## src/sbs_pkg.sv

```systemverilog
package sbs_pkg;

	localparam int ADDR_W      = 20;
	localparam int LANES       = 4;
	localparam int LANE_W      = 9;
	localparam int WORD_W      = LANES * LANE_W;
	localparam int BURST_W     = 2;
	localparam int MEM_AW      = 4;
	localparam int MEM_DEPTH   = 1 << MEM_AW;
	localparam int SYNC_STAGES = 3;
	localparam int BUF_DEPTH   = 2;
	localparam int BUF_CNT_W   = 2;

	localparam logic [BURST_W-1:0]   BURST_ZERO = 2'h0;
	localparam logic [BURST_W-1:0]   BURST_ONE  = 2'h1;
	localparam logic [BUF_CNT_W-1:0] CNT_ZERO   = 2'h0;
	localparam logic [BUF_CNT_W-1:0] CNT_ONE    = 2'h1;
	localparam logic [BUF_CNT_W-1:0] CNT_FULL   = 2'h2;

	// synchronous control pins, sampled on every rising core_clk edge
	typedef struct packed {
		logic [ADDR_W-1:0] addr;
		logic              procStrobeN;
		logic              ctrlStrobeN;
		logic              chipSelectPrimaryN;
		logic              chipSelectHigh;
		logic              chipSelectThirdN;
		logic              burstStepN;
		logic              globalWriteN;
		logic              byteWriteGateN;
		logic [LANES-1:0]  byteLaneWriteSelectN;
	} sbs_ctrl_t;

	// read word with its output-enable mask travelling through the buffer
	typedef struct packed {
		logic              mask;
		logic [WORD_W-1:0] word;
	} sbs_rd_t;

endpackage

```

## src/sbs_skid_buffer.sv

```systemverilog
`timescale 1ns/1ps
module sbs_skid_buffer
	import sbs_pkg::*;
#(
	parameter int W = WORD_W + 1
) (
	input  wire logic         core_clk,
	input  wire logic         rst,
	input  wire logic         inValid,
	input  wire logic [W-1:0] inData,
	output logic              inReady,
	output logic              outValid,
	output logic [W-1:0]      outData,
	input  wire logic         outReady
);

	typedef struct packed {
		logic [BUF_DEPTH-1:0][W-1:0] data;
		logic [BUF_CNT_W-1:0]        count;
	} sbs_buf_state_t;

	sbs_buf_state_t s;
	sbs_buf_state_t next_s;
	logic           push;
	logic           pop;

	assign inReady  = s.count != CNT_FULL;
	assign outValid = s.count != CNT_ZERO;
	assign outData  = s.data[0];
	assign push     = inValid & inReady;
	assign pop      = outValid & outReady;

	always_comb begin
		next_s = s;
		if (pop) begin
			next_s.data[0] = s.data[1];
			next_s.count   = s.count - CNT_ONE;
		end
		if (push) begin
			next_s.data[next_s.count[0]] = inData;
			next_s.count                 = next_s.count + CNT_ONE;
		end
	end

	always_ff @(posedge core_clk or posedge rst) begin
		if (rst) begin
			s <= '0;
		end else begin
			s <= next_s;
		end
	end

endmodule

```

## src/sbs_burst_sram_port.sv

```systemverilog
`timescale 1ns/1ps
module sbs_burst_sram_port
	import sbs_pkg::*;
#(
	parameter bit HAS_THIRD_SELECT = 1'b1
) (
	input  wire logic              core_clk,
	input  wire logic              rst,
	input  wire sbs_ctrl_t         ctrl,
	input  wire logic [WORD_W-1:0] dataIn,
	output logic [WORD_W-1:0]      dataOut,
	output logic                   dataOe,
	output logic                   readValid,
	input  wire logic              outputEnableN,
	input  wire logic              sleepRequest,
	input  wire logic              burstOrderStrap,
	output logic                   sleeping,
	output logic                   bufferFree
);

	typedef struct packed {
		logic [MEM_DEPTH-1:0][WORD_W-1:0] mem;
		logic [ADDR_W-1:0]                baseAddr;
		logic [BURST_W-1:0]               startLow;
		logic [BURST_W-1:0]               stepCount;
		logic                             active;
		logic                             wasDeselected;
		logic                             burstInterleaved;
		logic                             strapTaken;
		logic [SYNC_STAGES-1:0]           oeSync;
		logic                             oeFilt;
		logic [SYNC_STAGES-1:0]           sleepSync;
		logic                             sleepFilt;
		logic [WORD_W-1:0]                dataOut;
		logic                             dataOe;
		logic                             readValid;
		logic                             sleeping;
		logic                             bufferFree;
	} sbs_state_t;

	sbs_state_t       s;
	sbs_state_t       next_s;
	logic             selected;
	logic             procLoad;
	logic             ctrlLoad;
	logic             load;
	logic             access;
	logic [LANES-1:0] laneWr;
	logic             anyWrite;
	logic             readPush;
	logic [MEM_AW-1:0] idx;
	logic             bufInReady;
	logic             bufOutValid;
	logic             bufOutReady;
	sbs_rd_t          bufIn;
	sbs_rd_t          bufOut;

	// low address bits of the current beat for either burst order
	function automatic logic [BURST_W-1:0] burst_low(
		input logic [BURST_W-1:0] start,
		input logic [BURST_W-1:0] step,
		input logic               interleaved
	);
		logic [BURST_W-1:0] res;
		res = interleaved ? (start ^ step) : BURST_W'(start + step);
		return res;
	endfunction

	function automatic logic [MEM_AW-1:0] word_index(
		input logic [ADDR_W-1:0]  base,
		input logic [BURST_W-1:0] low
	);
		logic [MEM_AW-1:0] res;
		res = {base[MEM_AW-1:BURST_W], low};
		return res;
	endfunction

	// chip selects only matter on a load edge
	assign selected = !ctrl.chipSelectPrimaryN && ctrl.chipSelectHigh
		&& (!ctrl.chipSelectThirdN || !HAS_THIRD_SELECT);
	assign procLoad = !ctrl.procStrobeN && !ctrl.chipSelectPrimaryN;
	assign ctrlLoad = !ctrl.ctrlStrobeN && !procLoad;
	assign load     = procLoad || ctrlLoad;
	// an edge is an access on a selected load or a beat of a running burst;
	// a full buffer or sleep refuses it so that no read word is lost
	assign access   = !s.sleepFilt && bufInReady && s.strapTaken
		&& (load ? selected : s.active);

	// lane write enables; a processor-strobe load edge is always a read
	genvar lane;
	generate
		for (lane = 0; lane < LANES; lane++) begin : g_lane
			assign laneWr[lane] = access && !procLoad && (!ctrl.globalWriteN
				|| (!ctrl.byteWriteGateN && !ctrl.byteLaneWriteSelectN[lane]));
		end
	endgenerate

	assign anyWrite    = |laneWr;
	assign readPush    = access && !anyWrite;
	// the mask rides with its word so a stalled first read stays undriven
	assign bufIn       = '{mask: s.wasDeselected, word: s.mem[idx]};
	assign bufOutReady = !s.oeFilt && !s.sleepFilt;

	always_comb begin
		next_s   = s;

		// asynchronous pins: a change counts once stages two and three agree
		next_s.oeSync    = {s.oeSync[SYNC_STAGES-2:0], outputEnableN};
		next_s.sleepSync = {s.sleepSync[SYNC_STAGES-2:0], sleepRequest};
		if (s.oeSync[SYNC_STAGES-1] == s.oeSync[SYNC_STAGES-2]) begin
			next_s.oeFilt = s.oeSync[SYNC_STAGES-1];
		end
		if (s.sleepSync[SYNC_STAGES-1] == s.sleepSync[SYNC_STAGES-2]) begin
			next_s.sleepFilt = s.sleepSync[SYNC_STAGES-1];
		end

		// strap caught once after reset release
		if (!s.strapTaken) begin
			next_s.burstInterleaved = burstOrderStrap;
			next_s.strapTaken       = 1'b1;
		end

		if (s.sleepFilt) begin
			next_s.active        = 1'b0;
			next_s.wasDeselected = 1'b1;
		end else if (bufInReady && s.strapTaken) begin
			if (load) begin
				next_s.active = selected;
				if (selected) begin
					next_s.baseAddr  = ctrl.addr;
					next_s.startLow  = ctrl.addr[BURST_W-1:0];
					next_s.stepCount = BURST_ZERO;
				end else begin
					next_s.wasDeselected = 1'b1;
				end
			end else if (s.active) begin
				if (!ctrl.burstStepN) begin
					next_s.stepCount = s.stepCount + BURST_ONE;
				end
			end
		end

		// the index follows the beat that this edge selects
		idx = word_index(next_s.baseAddr,
			burst_low(next_s.startLow, next_s.stepCount, s.burstInterleaved));

		for (int i = 0; i < LANES; i++) begin
			if (laneWr[i]) begin
				next_s.mem[idx][i*LANE_W +: LANE_W] = dataIn[i*LANE_W +: LANE_W];
			end
		end
		if (readPush) begin
			next_s.wasDeselected = 1'b0;
		end

		// output register: one word per cycle while output enable is low and sleep is off
		if (bufOutValid && bufOutReady) begin
			next_s.dataOut   = bufOut.word;
			next_s.dataOe    = !bufOut.mask;
			next_s.readValid = 1'b1;
		end else begin
			next_s.dataOe    = 1'b0;
			next_s.readValid = 1'b0;
		end
		// pins turn off as soon as the filtered enable goes high
		if (next_s.oeFilt) begin
			next_s.dataOe = 1'b0;
		end

		next_s.sleeping   = s.sleepFilt;
		next_s.bufferFree = bufInReady;
	end

	sbs_skid_buffer #(
		.W($bits(sbs_rd_t))
	) u_buf (
		.core_clk (core_clk),
		.rst      (rst),
		.inValid  (readPush),
		.inData   (bufIn),
		.inReady  (bufInReady),
		.outValid (bufOutValid),
		.outData  (bufOut),
		.outReady (bufOutReady)
	);

	// reset leaves the filtered output enable high, so pins start undriven
	always_ff @(posedge core_clk or posedge rst) begin
		if (rst) begin
			s               <= '0;
			s.wasDeselected <= 1'b1;
			s.oeSync        <= '1;
			s.oeFilt        <= 1'b1;
		end else begin
			s <= next_s;
		end
	end

	assign dataOut    = s.dataOut;
	assign dataOe     = s.dataOe;
	assign readValid  = s.readValid;
	assign sleeping   = s.sleeping;
	assign bufferFree = s.bufferFree;

endmodule

```

## config.mk

```make
export PLATFORM = sky130hd
export DESIGN_NAME = sbs_burst_sram_port
export DESIGN_NICKNAME = d
export VERILOG_FILES = /design/src/sbs_pkg.sv /design/src/sbs_skid_buffer.sv /design/src/sbs_burst_sram_port.sv
export SDC_FILE = /design/constraint.sdc
export NUM_CORES = 1
export LEC_CHECK = 0
export BUFFER_PORTS_ARGS = -buffer_cell sky130_fd_sc_hd__buf_4
export CAP_MARGIN = 20
export CORE_MARGIN = 3
export CORE_UTILIZATION = 56
export CTS_CLUSTER_DIAMETER = 50
export DETAILED_ROUTE_END_ITERATION = 8
export PLACE_DENSITY = 0.82
export SLEW_MARGIN = 25
export SYNTH_ARGS = -nofsm -noshare
export SYNTH_HDL_FRONTEND = slang
export SYNTH_SLANG_ARGS = --single-unit
```

## constraint.sdc

```tcl
create_clock -name core_clk -period 43.3 [get_ports core_clk]
set_clock_uncertainty 0.15 [all_clocks]
set_input_delay 2.165 -clock core_clk [delete_from_list [all_inputs] [get_ports core_clk]]
set_output_delay 2.165 -clock core_clk [all_outputs]
set_load 0.01 [all_outputs]
```

==> results of run 1 <==
[final cells by class]
cell class / count / area share, %
Clock buffer: 110 / 6.217
Antenna cell: 4 / 0.02763
Tap cell: 756 / 2.611
Inverter: 9 / 0.1174
Sequential cell: 710 / 49.06
Timing Repair Buffer: 130 / 2.725
Clock inverter: 22 / 0.8117
Multi-Input combinational cell: 1542 / 38.43
[worst reg2reg max path: stages, from the launching register on]
cell and delay (ns):
dfrtp_1 0.37, inv_1 0.10, ha_1 0.27, nor3b_4 0.29, nand3_1 0.70, mux2_2 0.50, ha_4 0.13, nand2b_1 0.07
a21oi_1 0.51, or3_1 0.63, and2_4 0.67, buf_4 0.72, mux4_2 0.64, a222oi_1 0.32, a21boi_0 0.57, a21oi_1 0.17
[power by group]
| group | leakage [nW] | internal [mW] | switching [mW] |
|---|---|---|---|
| clock | 1.25 | 0.397 | 0.260 |
| sequential | 9.71 | 0.745 | 0.0489 |
| combinational | 6.39 | 0.221 | 0.390 |
| total | 17.4 | 1.36 | 0.698 |
[placed cells by master (no fill, tap or decap), types with 10 or more instances in the layout]
master,synthesis,routed
dfrtp_1,705,705
mux2_2,596,596
nand2_1,300,300
buf_4,40,127
mux4_2,94,94
clkbuf_16,0,78
nor2_1,64,61
a21oi_1,60,60
o221ai_1,57,57
mux2i_1,50,50
and3_1,35,35
nor2_2,23,25
o21ai_0,24,22
a221o_1,20,20
nand3_1,19,19
a22oi_1,18,18
a41oi_1,18,18
clkbuf_8,0,18
a31oi_1,14,14
clkbuf_1,119,14
a211oi_1,13,13
o22ai_1,12,12
nand2_2,11,10
[synthesized netlist by cell type (3+ instances only)]
master / count
o211ai_1: 6
a41oi_1: 18
inv_1: 9
and3_1: 35
nand2_1: 300
a21oi_1: 60
a21o_1: 4
o21ai_0: 24
nand2b_1: 8
a221o_1: 20
nor2_1: 64
a211oi_1: 13
a21boi_1: 3
dfstp_2: 5
ha_1: 4
nor2b_1: 4
a221oi_1: 8
mux2_2: 596
nor2_2: 23
a22o_1: 7
buf_2: 15
and2_1: 5
nor3_1: 7
o21a_1: 9
a222oi_1: 8
nand4_1: 3
clkbuf_1: 119
buf_4: 40
nand3_1: 19
o22ai_1: 12
mux4_2: 94
a22oi_1: 18
buf_1: 12
dfrtp_1: 705
mux2i_1: 50
o221ai_1: 57
a31oi_1: 14
nand3b_1: 3
nand2_2: 11
[logic make-up after synthesis]
| logic type | count (synthesis) | share of synthesized area (%) |
|---|---|---|
| AND/OR/NAND/NOR | 493 | 6.706 |
| flip-flops | 710 | 54.66 |
| multiplexers | 740 | 28.69 |
| XOR/XNOR | 1 | 0.02694 |
| adder cells (fa/ha/maj) | 6 | 0.2155 |
| other | 1 | 0.01153 |
| buffers and inverters | 198 | 2.855 |
| AO/OA/AOI/OAI | 301 | 6.841 |
[stage by stage]
stage | total power, mW | cells | setup WS [ns] | utilization, %
2_1_floorplan | 1.225 | 2450 | 21.08 | -
3_3_place_gp | 1.376 | 3147 | 35.12 | 59.09
3_5_place_dp | 1.400 | 3147 | 34.96 | 59.09
4_1_cts | 2.058 | 3279 | 35.59 | 63.57
5_1_grt | 2.143 | 3280 | 35.19 | 63.62
6_report | 2.061 | 3283 | 35.38 | 63.63
[routing by layer]
layer | wire length [µm] | vias up
li1 | - | 9037
met5 | 14 | -
met3 | 7459 | 223
met1 | 32920 | 11228
met4 | 2835 | 2
met2 | 39320 | 1008
[worst min-delay path by stage]
| stage | startpoint | endpoint | slack [ns] | depth (start not counted) |
|---|---|---|---|---|
| after floorplan | next_s[42] | next_s[43] | 0.18 | 0 |
| after global placement | next_s[42] | next_s[43] | 0.19 | 0 |
| after detailed placement | next_s[42] | next_s[43] | 0.19 | 0 |
| after CTS | next_s[42] | next_s[43] | 0.20 | 0 |
| after global routing | next_s[46] | next_s[47] | 0.21 | 0 |
| final | next_s[42] | next_s[43] | 0.20 | 0 |
[registers in the layout, summed over array words and instances (netlist names)]
| name | flops |
|---|---|
| bufferFree | 1 |
| u_buf.s | 39 |
| u_buf.outData | 37 |
| s | 588 |
| dataOut | 36 |
| readValid | 1 |
| sleeping | 1 |
| dataOe | 1 |
| bufIn | 1 |
| next_s | 5 |
==> reports/results.txt, run 1 <==
Final Net Count: 2546
top cell type's share of synthesized area: 54.25%
unrepaired setup endpoints after global routing: no
period utilization: 18.28%
Worst Hold Class: reg2reg
H-tree depth: 3
antenna violations before repair: 4
die span in x: 247.0 µm
Max VDD drop: 44.57 µV
CP Capture Point: u_buf.outData[7]
vias in the first global route: 22638
reg2reg start: u_buf.s[0]
post-DR wirelength/cell: 25.14 µm
hold violation count in the final report: 0
CTS tree: built
WHS: 0.1991 ns
routed vias/inst: 6.548
setup TNS: 0 ns
DR DRC count: 0
Congestion Overflow GR: 0
PortBufs: 96
First-pass DRT Iterations: 8
critical path's top delay family: simple AND/OR/NAND/NOR gates
Crit. End Element: register
r2r setup slk: 36.32 ns
CP Data Required Time: 43.60 ns
share of cells above drive strength 1: 39.67%
CP Launch Type: primary input
post-synthesis cell type count: 68
met1 Track Usage GR: 35.70%
M3 GR Usage: 7.265%
asr flop ratio synth: 100.0%
Fill cells: 3975
FF+latch area: 17770 µm²
Post-Route WL: 82550 µm
DPL Wire Length: 51350 µm
critical path depth: 14
Max Cap Violations: 0
Crit. Startpoint: ctrl[9]
measured slew at the worst slew-check pin: 1.150 ns
Area after DPL: 33640 µm²
Setup CP Type: in2reg
die height: 247.0 µm
final worst path period need: 7.916 ns
global route hottest layer: met2
Mapped Avg Cell Area: 13.27 µm²
Final Instance Area: 36220 µm²
CP bufs+invs: 2
RD Place Congestion: 0.8481
CTS root buffer: clkbuf_16
Seq cells post-synth: 710
Post-CTS Setup Bufs: 0
Total GRT Usage: 27.28%
Post-synth EDFFs: 0
status: finished clean
R2R cell count: 15
Longest Clk Path Bufs: 3
Antenna Nets Post-Route: 0
post-synthesis sequential area ratio: 54.66%
GR Util met2: 43.35%
Clk Latency, worst-skew pair: 0.61 ns
core region area: 56930 µm²
largest net degree at the start of global routing: 119
Leakage: 17.35 nW
Final setup viols: 0
crit-path cells: buf_4 > nor3b_4 > nand3_1 > mux2_2 > ha_4 > nand2b_1 > a21oi_1 > or3_1 > and2_4 > buf_4 > mux4_2 > a222oi_1 > a21boi_0 > a21oi_1
synth warn: 0
Area growth syn-to-layout: 11.40%
Slew Limit Fails: 0
die area: 61000 µm²
initial DRC count: 2288
dominant cell type by area after synthesis: dfrtp_1
Relative slew margins: 23.05%
total clock sinks: 710
Max Clk Rate: 126.3 MHz
reg2reg end: u_buf.outData[7]
CTS Buf Count: 76
Worst-path clk slew: 0.06 ns
CP max-delay cell: buf_4
CP max stage delay: 0.71 ns
power per cell area: 56.91 nW/µm²
vias: 21498
Critical Path AT: 8.22 ns
mapped cell area: 32520 µm²
Initial Util: 57.12%
dominant synthesized flop cell: dfrtp_1
Ports: 113
Area contributors post-synth: dfrtp_1, mux2_2, mux4_2
area of the multi-input gates: 13920 µm²
first-pass GRT wire length: 128000 µm
row cnt: 87
Cells after Synth: 2450
post-CTS resize count: 0
# hold bufs at CTS: 0
CP max FO: 49
Mapped Nets: 2527
(Power assumes the default switching activity.)
==> inputs of run 2 (changes only) <==
Settings changed: PLACE_DENSITY 0.82 to 0.85.
Clock period 43.3 ns to 7.1 ns, I/O delays scaled along.
==> run 2 against run 1 <==
- global-route usage up 0.37 points
- sequential share of layout area down 0.81 points
- count of clock-buffer cells in the layout down 6
- clock power rose to 6.1 times the previous value
- combinational power rose to 6.3 times the previous value
- total power rose to 6.2 times the previous value
- first-iteration DRC count down 0.70%
- highest routed layer unchanged
==> reports/results.txt, run 2 (synthesis results as in run 1) <==
die height: 247.0 µm
final std cells w/o fill: 3338
Hold Crit Start: ctrl[7]
Worst-path clk slew: 0.06 ns
H-tree depth: 3
DP Cell Count: 3160
internal power: 8.384 mW
die area: 61000 µm²
die span in x: 247.0 µm
DR DRC count: 0
Switching Power: 4.310 mW
Final setup viols: 0
Area growth syn-to-layout: 13.26%
Critical Path AT: 6.20 ns
combinational share of power: 30.1%
most frequent cells in the layout: dfrtp_1, mux2_2, nand2_1, buf_4, mux4_2
Worst Hold Class: in2reg
post-DR wirelength/cell: 25.11 µm
power per cell area: 344.7 nW/µm²
antenna violations before repair: 2
Max VDD drop: 307.4 µV
Leakage: 17.64 nW
clock network power share: 31.7%
share of cells above drive strength 1: 39.27%
PortBufs: 96
CP max-delay cell: a2111oi_1
Sw Ratio: 33.95%
Congestion Overflow GR: 0
Antenna Nets Post-Route: 0
hold violation count in the final report: 0
Post-Route WL: 83830 µm
ANT cells: 0
vias: 21992
CP bufs+invs: 2
largest net degree at the start of global routing: 188
WHS: 0.02337 ns
Initial Util: 57.12%
CTS tree: built
crit-path most repeated cell: a21oi_1
met3 wire len: 7942 µm
met2 WL: 39990 µm
row cnt: 87
Relative slew margins: 24.95%
vias in the first global route: 23057
routed vias/inst: 6.588
Ports: 113
RD Place Congestion: 0.8397
Final Net Count: 2602
Max Clk Rate: 169.2 MHz
Crit. End Element: register
CTS Buf Count: 73
Biggest register: s
Fill cells: 3880
Total GRT Usage: 27.65%
initial DRC count: 2272
post-CTS resize count: 0
CTS root buffer: clkbuf_16
core region area: 56930 µm²
reg2reg start: u_buf.s[0]
unrepaired setup endpoints after global routing: no
Max Cap Violations: 0
pre-CTS setup slack: 1.472 ns
first-pass GRT wire length: 129800 µm
status: finished clean
FF+latch area: 17770 µm²
commonest non-fill, non-tap cell in the layout: dfrtp_1
DPL Wire Length: 51610 µm
CP max FO: 32
max layer used: met5
met1 WL: 32730 µm
Slew Limit Fails: 0
final worst path period need: 5.909 ns
Longest Clk Path Bufs: 3
CP Data Required Time: 7.39 ns
First-pass DRT Iterations: 5
CP max stage delay: 0.89 ns
Clk Latency, worst-skew pair: 0.62 ns
CP Launch Type: register
crit-path cells: inv_1 > ha_1 > inv_1 > nand3_1 > nor3_1 > a21oi_1 > o21ai_0 > ha_4 > nand2b_1 > a21oi_1 > or3_1 > and2_4 > mux4_2 > a22o_1 > a2111oi_1 > a21oi_1
Crit. Startpoint: u_buf.s[0]
measured slew at the worst slew-check pin: 1.123 ns
sequential share of power: 38.2%
area of the multi-input gates: 13900 µm²
period utilization: 83.22%
Final WS setup: 1.191 ns
Setup CP Type: reg2reg
critical path's top delay family: compound AO/OA/AOI/OAI gates
total clock sinks: 710
max FFs per register: 588
## run 2: metrics by stage
stage / power, mW / setup TNS, ns / instance area (µm²) / util, %
2_1_floorplan: 7.472 / -2203.39 / 32520 / -
3_3_place_gp: 8.438 / 0 / 33810 / 59.39
3_5_place_dp: 8.593 / 0 / 33810 / 59.39
4_1_cts: 12.65 / 0 / 36800 / 64.64
5_1_grt: 13.15 / 0 / 36830 / 64.69
6_report: 12.69 / 0 / 36830 / 64.69
## run 2: area by class of cell
class / count / area share [%]
multi-input combinational: 1542 / 37.75
timing repair buffer: 189 / 4.417
clock inverter: 28 / 0.9207
clock buffer: 104 / 5.976
inverter: 9 / 0.1053
sequential: 710 / 48.26
tap: 756 / 2.568
## run 2: worst register-to-register path, cell delays in order, from the launching register on
cell and delay (ns):
dfrtp_1 0.37, inv_1 0.09, ha_1 0.26, inv_1 0.11, nand3_1 0.10, nor3_1 0.19, a21oi_1 0.06, o21ai_0 0.34
ha_4 0.19, nand2b_1 0.07, a21oi_1 0.61, or3_1 0.62, and2_4 0.64, mux4_2 0.62, a22o_1 0.25, a2111oi_1 0.89
a21oi_1 0.18
## run 2: path summary, 6_finish.rpt
| path | slack, ns | to | cells past startpoint |
|---|---|---|---|
| max in group asynchronous | 4.86 | s[596] | 5 |
| worst min register to register | 0.20 | next_s[43] | 0 |
| min in group asynchronous | 0.20 | dataOut[29] | 3 |
| worst min-delay path | 0.02 | bufIn[36] | 4 |
| worst max register to register | 1.19 | u_buf.outData[17] | 16 |
| worst max-delay path | 1.19 | u_buf.outData[17] | 16 |
## run 2: power groups by stage
| stage | registers (mW) | logic (mW) | clock network (mW) |
|---|---|---|---|
| finish | 4.85 | 3.82 | 4.02 |
| global route | 4.90 | 4.03 | 4.22 |
| CTS | 4.84 | 3.75 | 4.06 |
| detailed placement | 4.90 | 3.69 | 0 |
| global placement | 4.86 | 3.58 | 0 |
| floorplan | 4.82 | 2.65 | 0 |
## run 2: per-layer routing
layer	track usage (%)	vias up
met4	11.98	4
met3	7.048	247
met1	35.77	11518
met2	44.51	1087
li1	-	9136
met5	0	-
## run 2: what timing repair did
action,CTS,global route
hold buffers,45,0
setup buffers,0,0
endpoints found under the hold margin,591,0
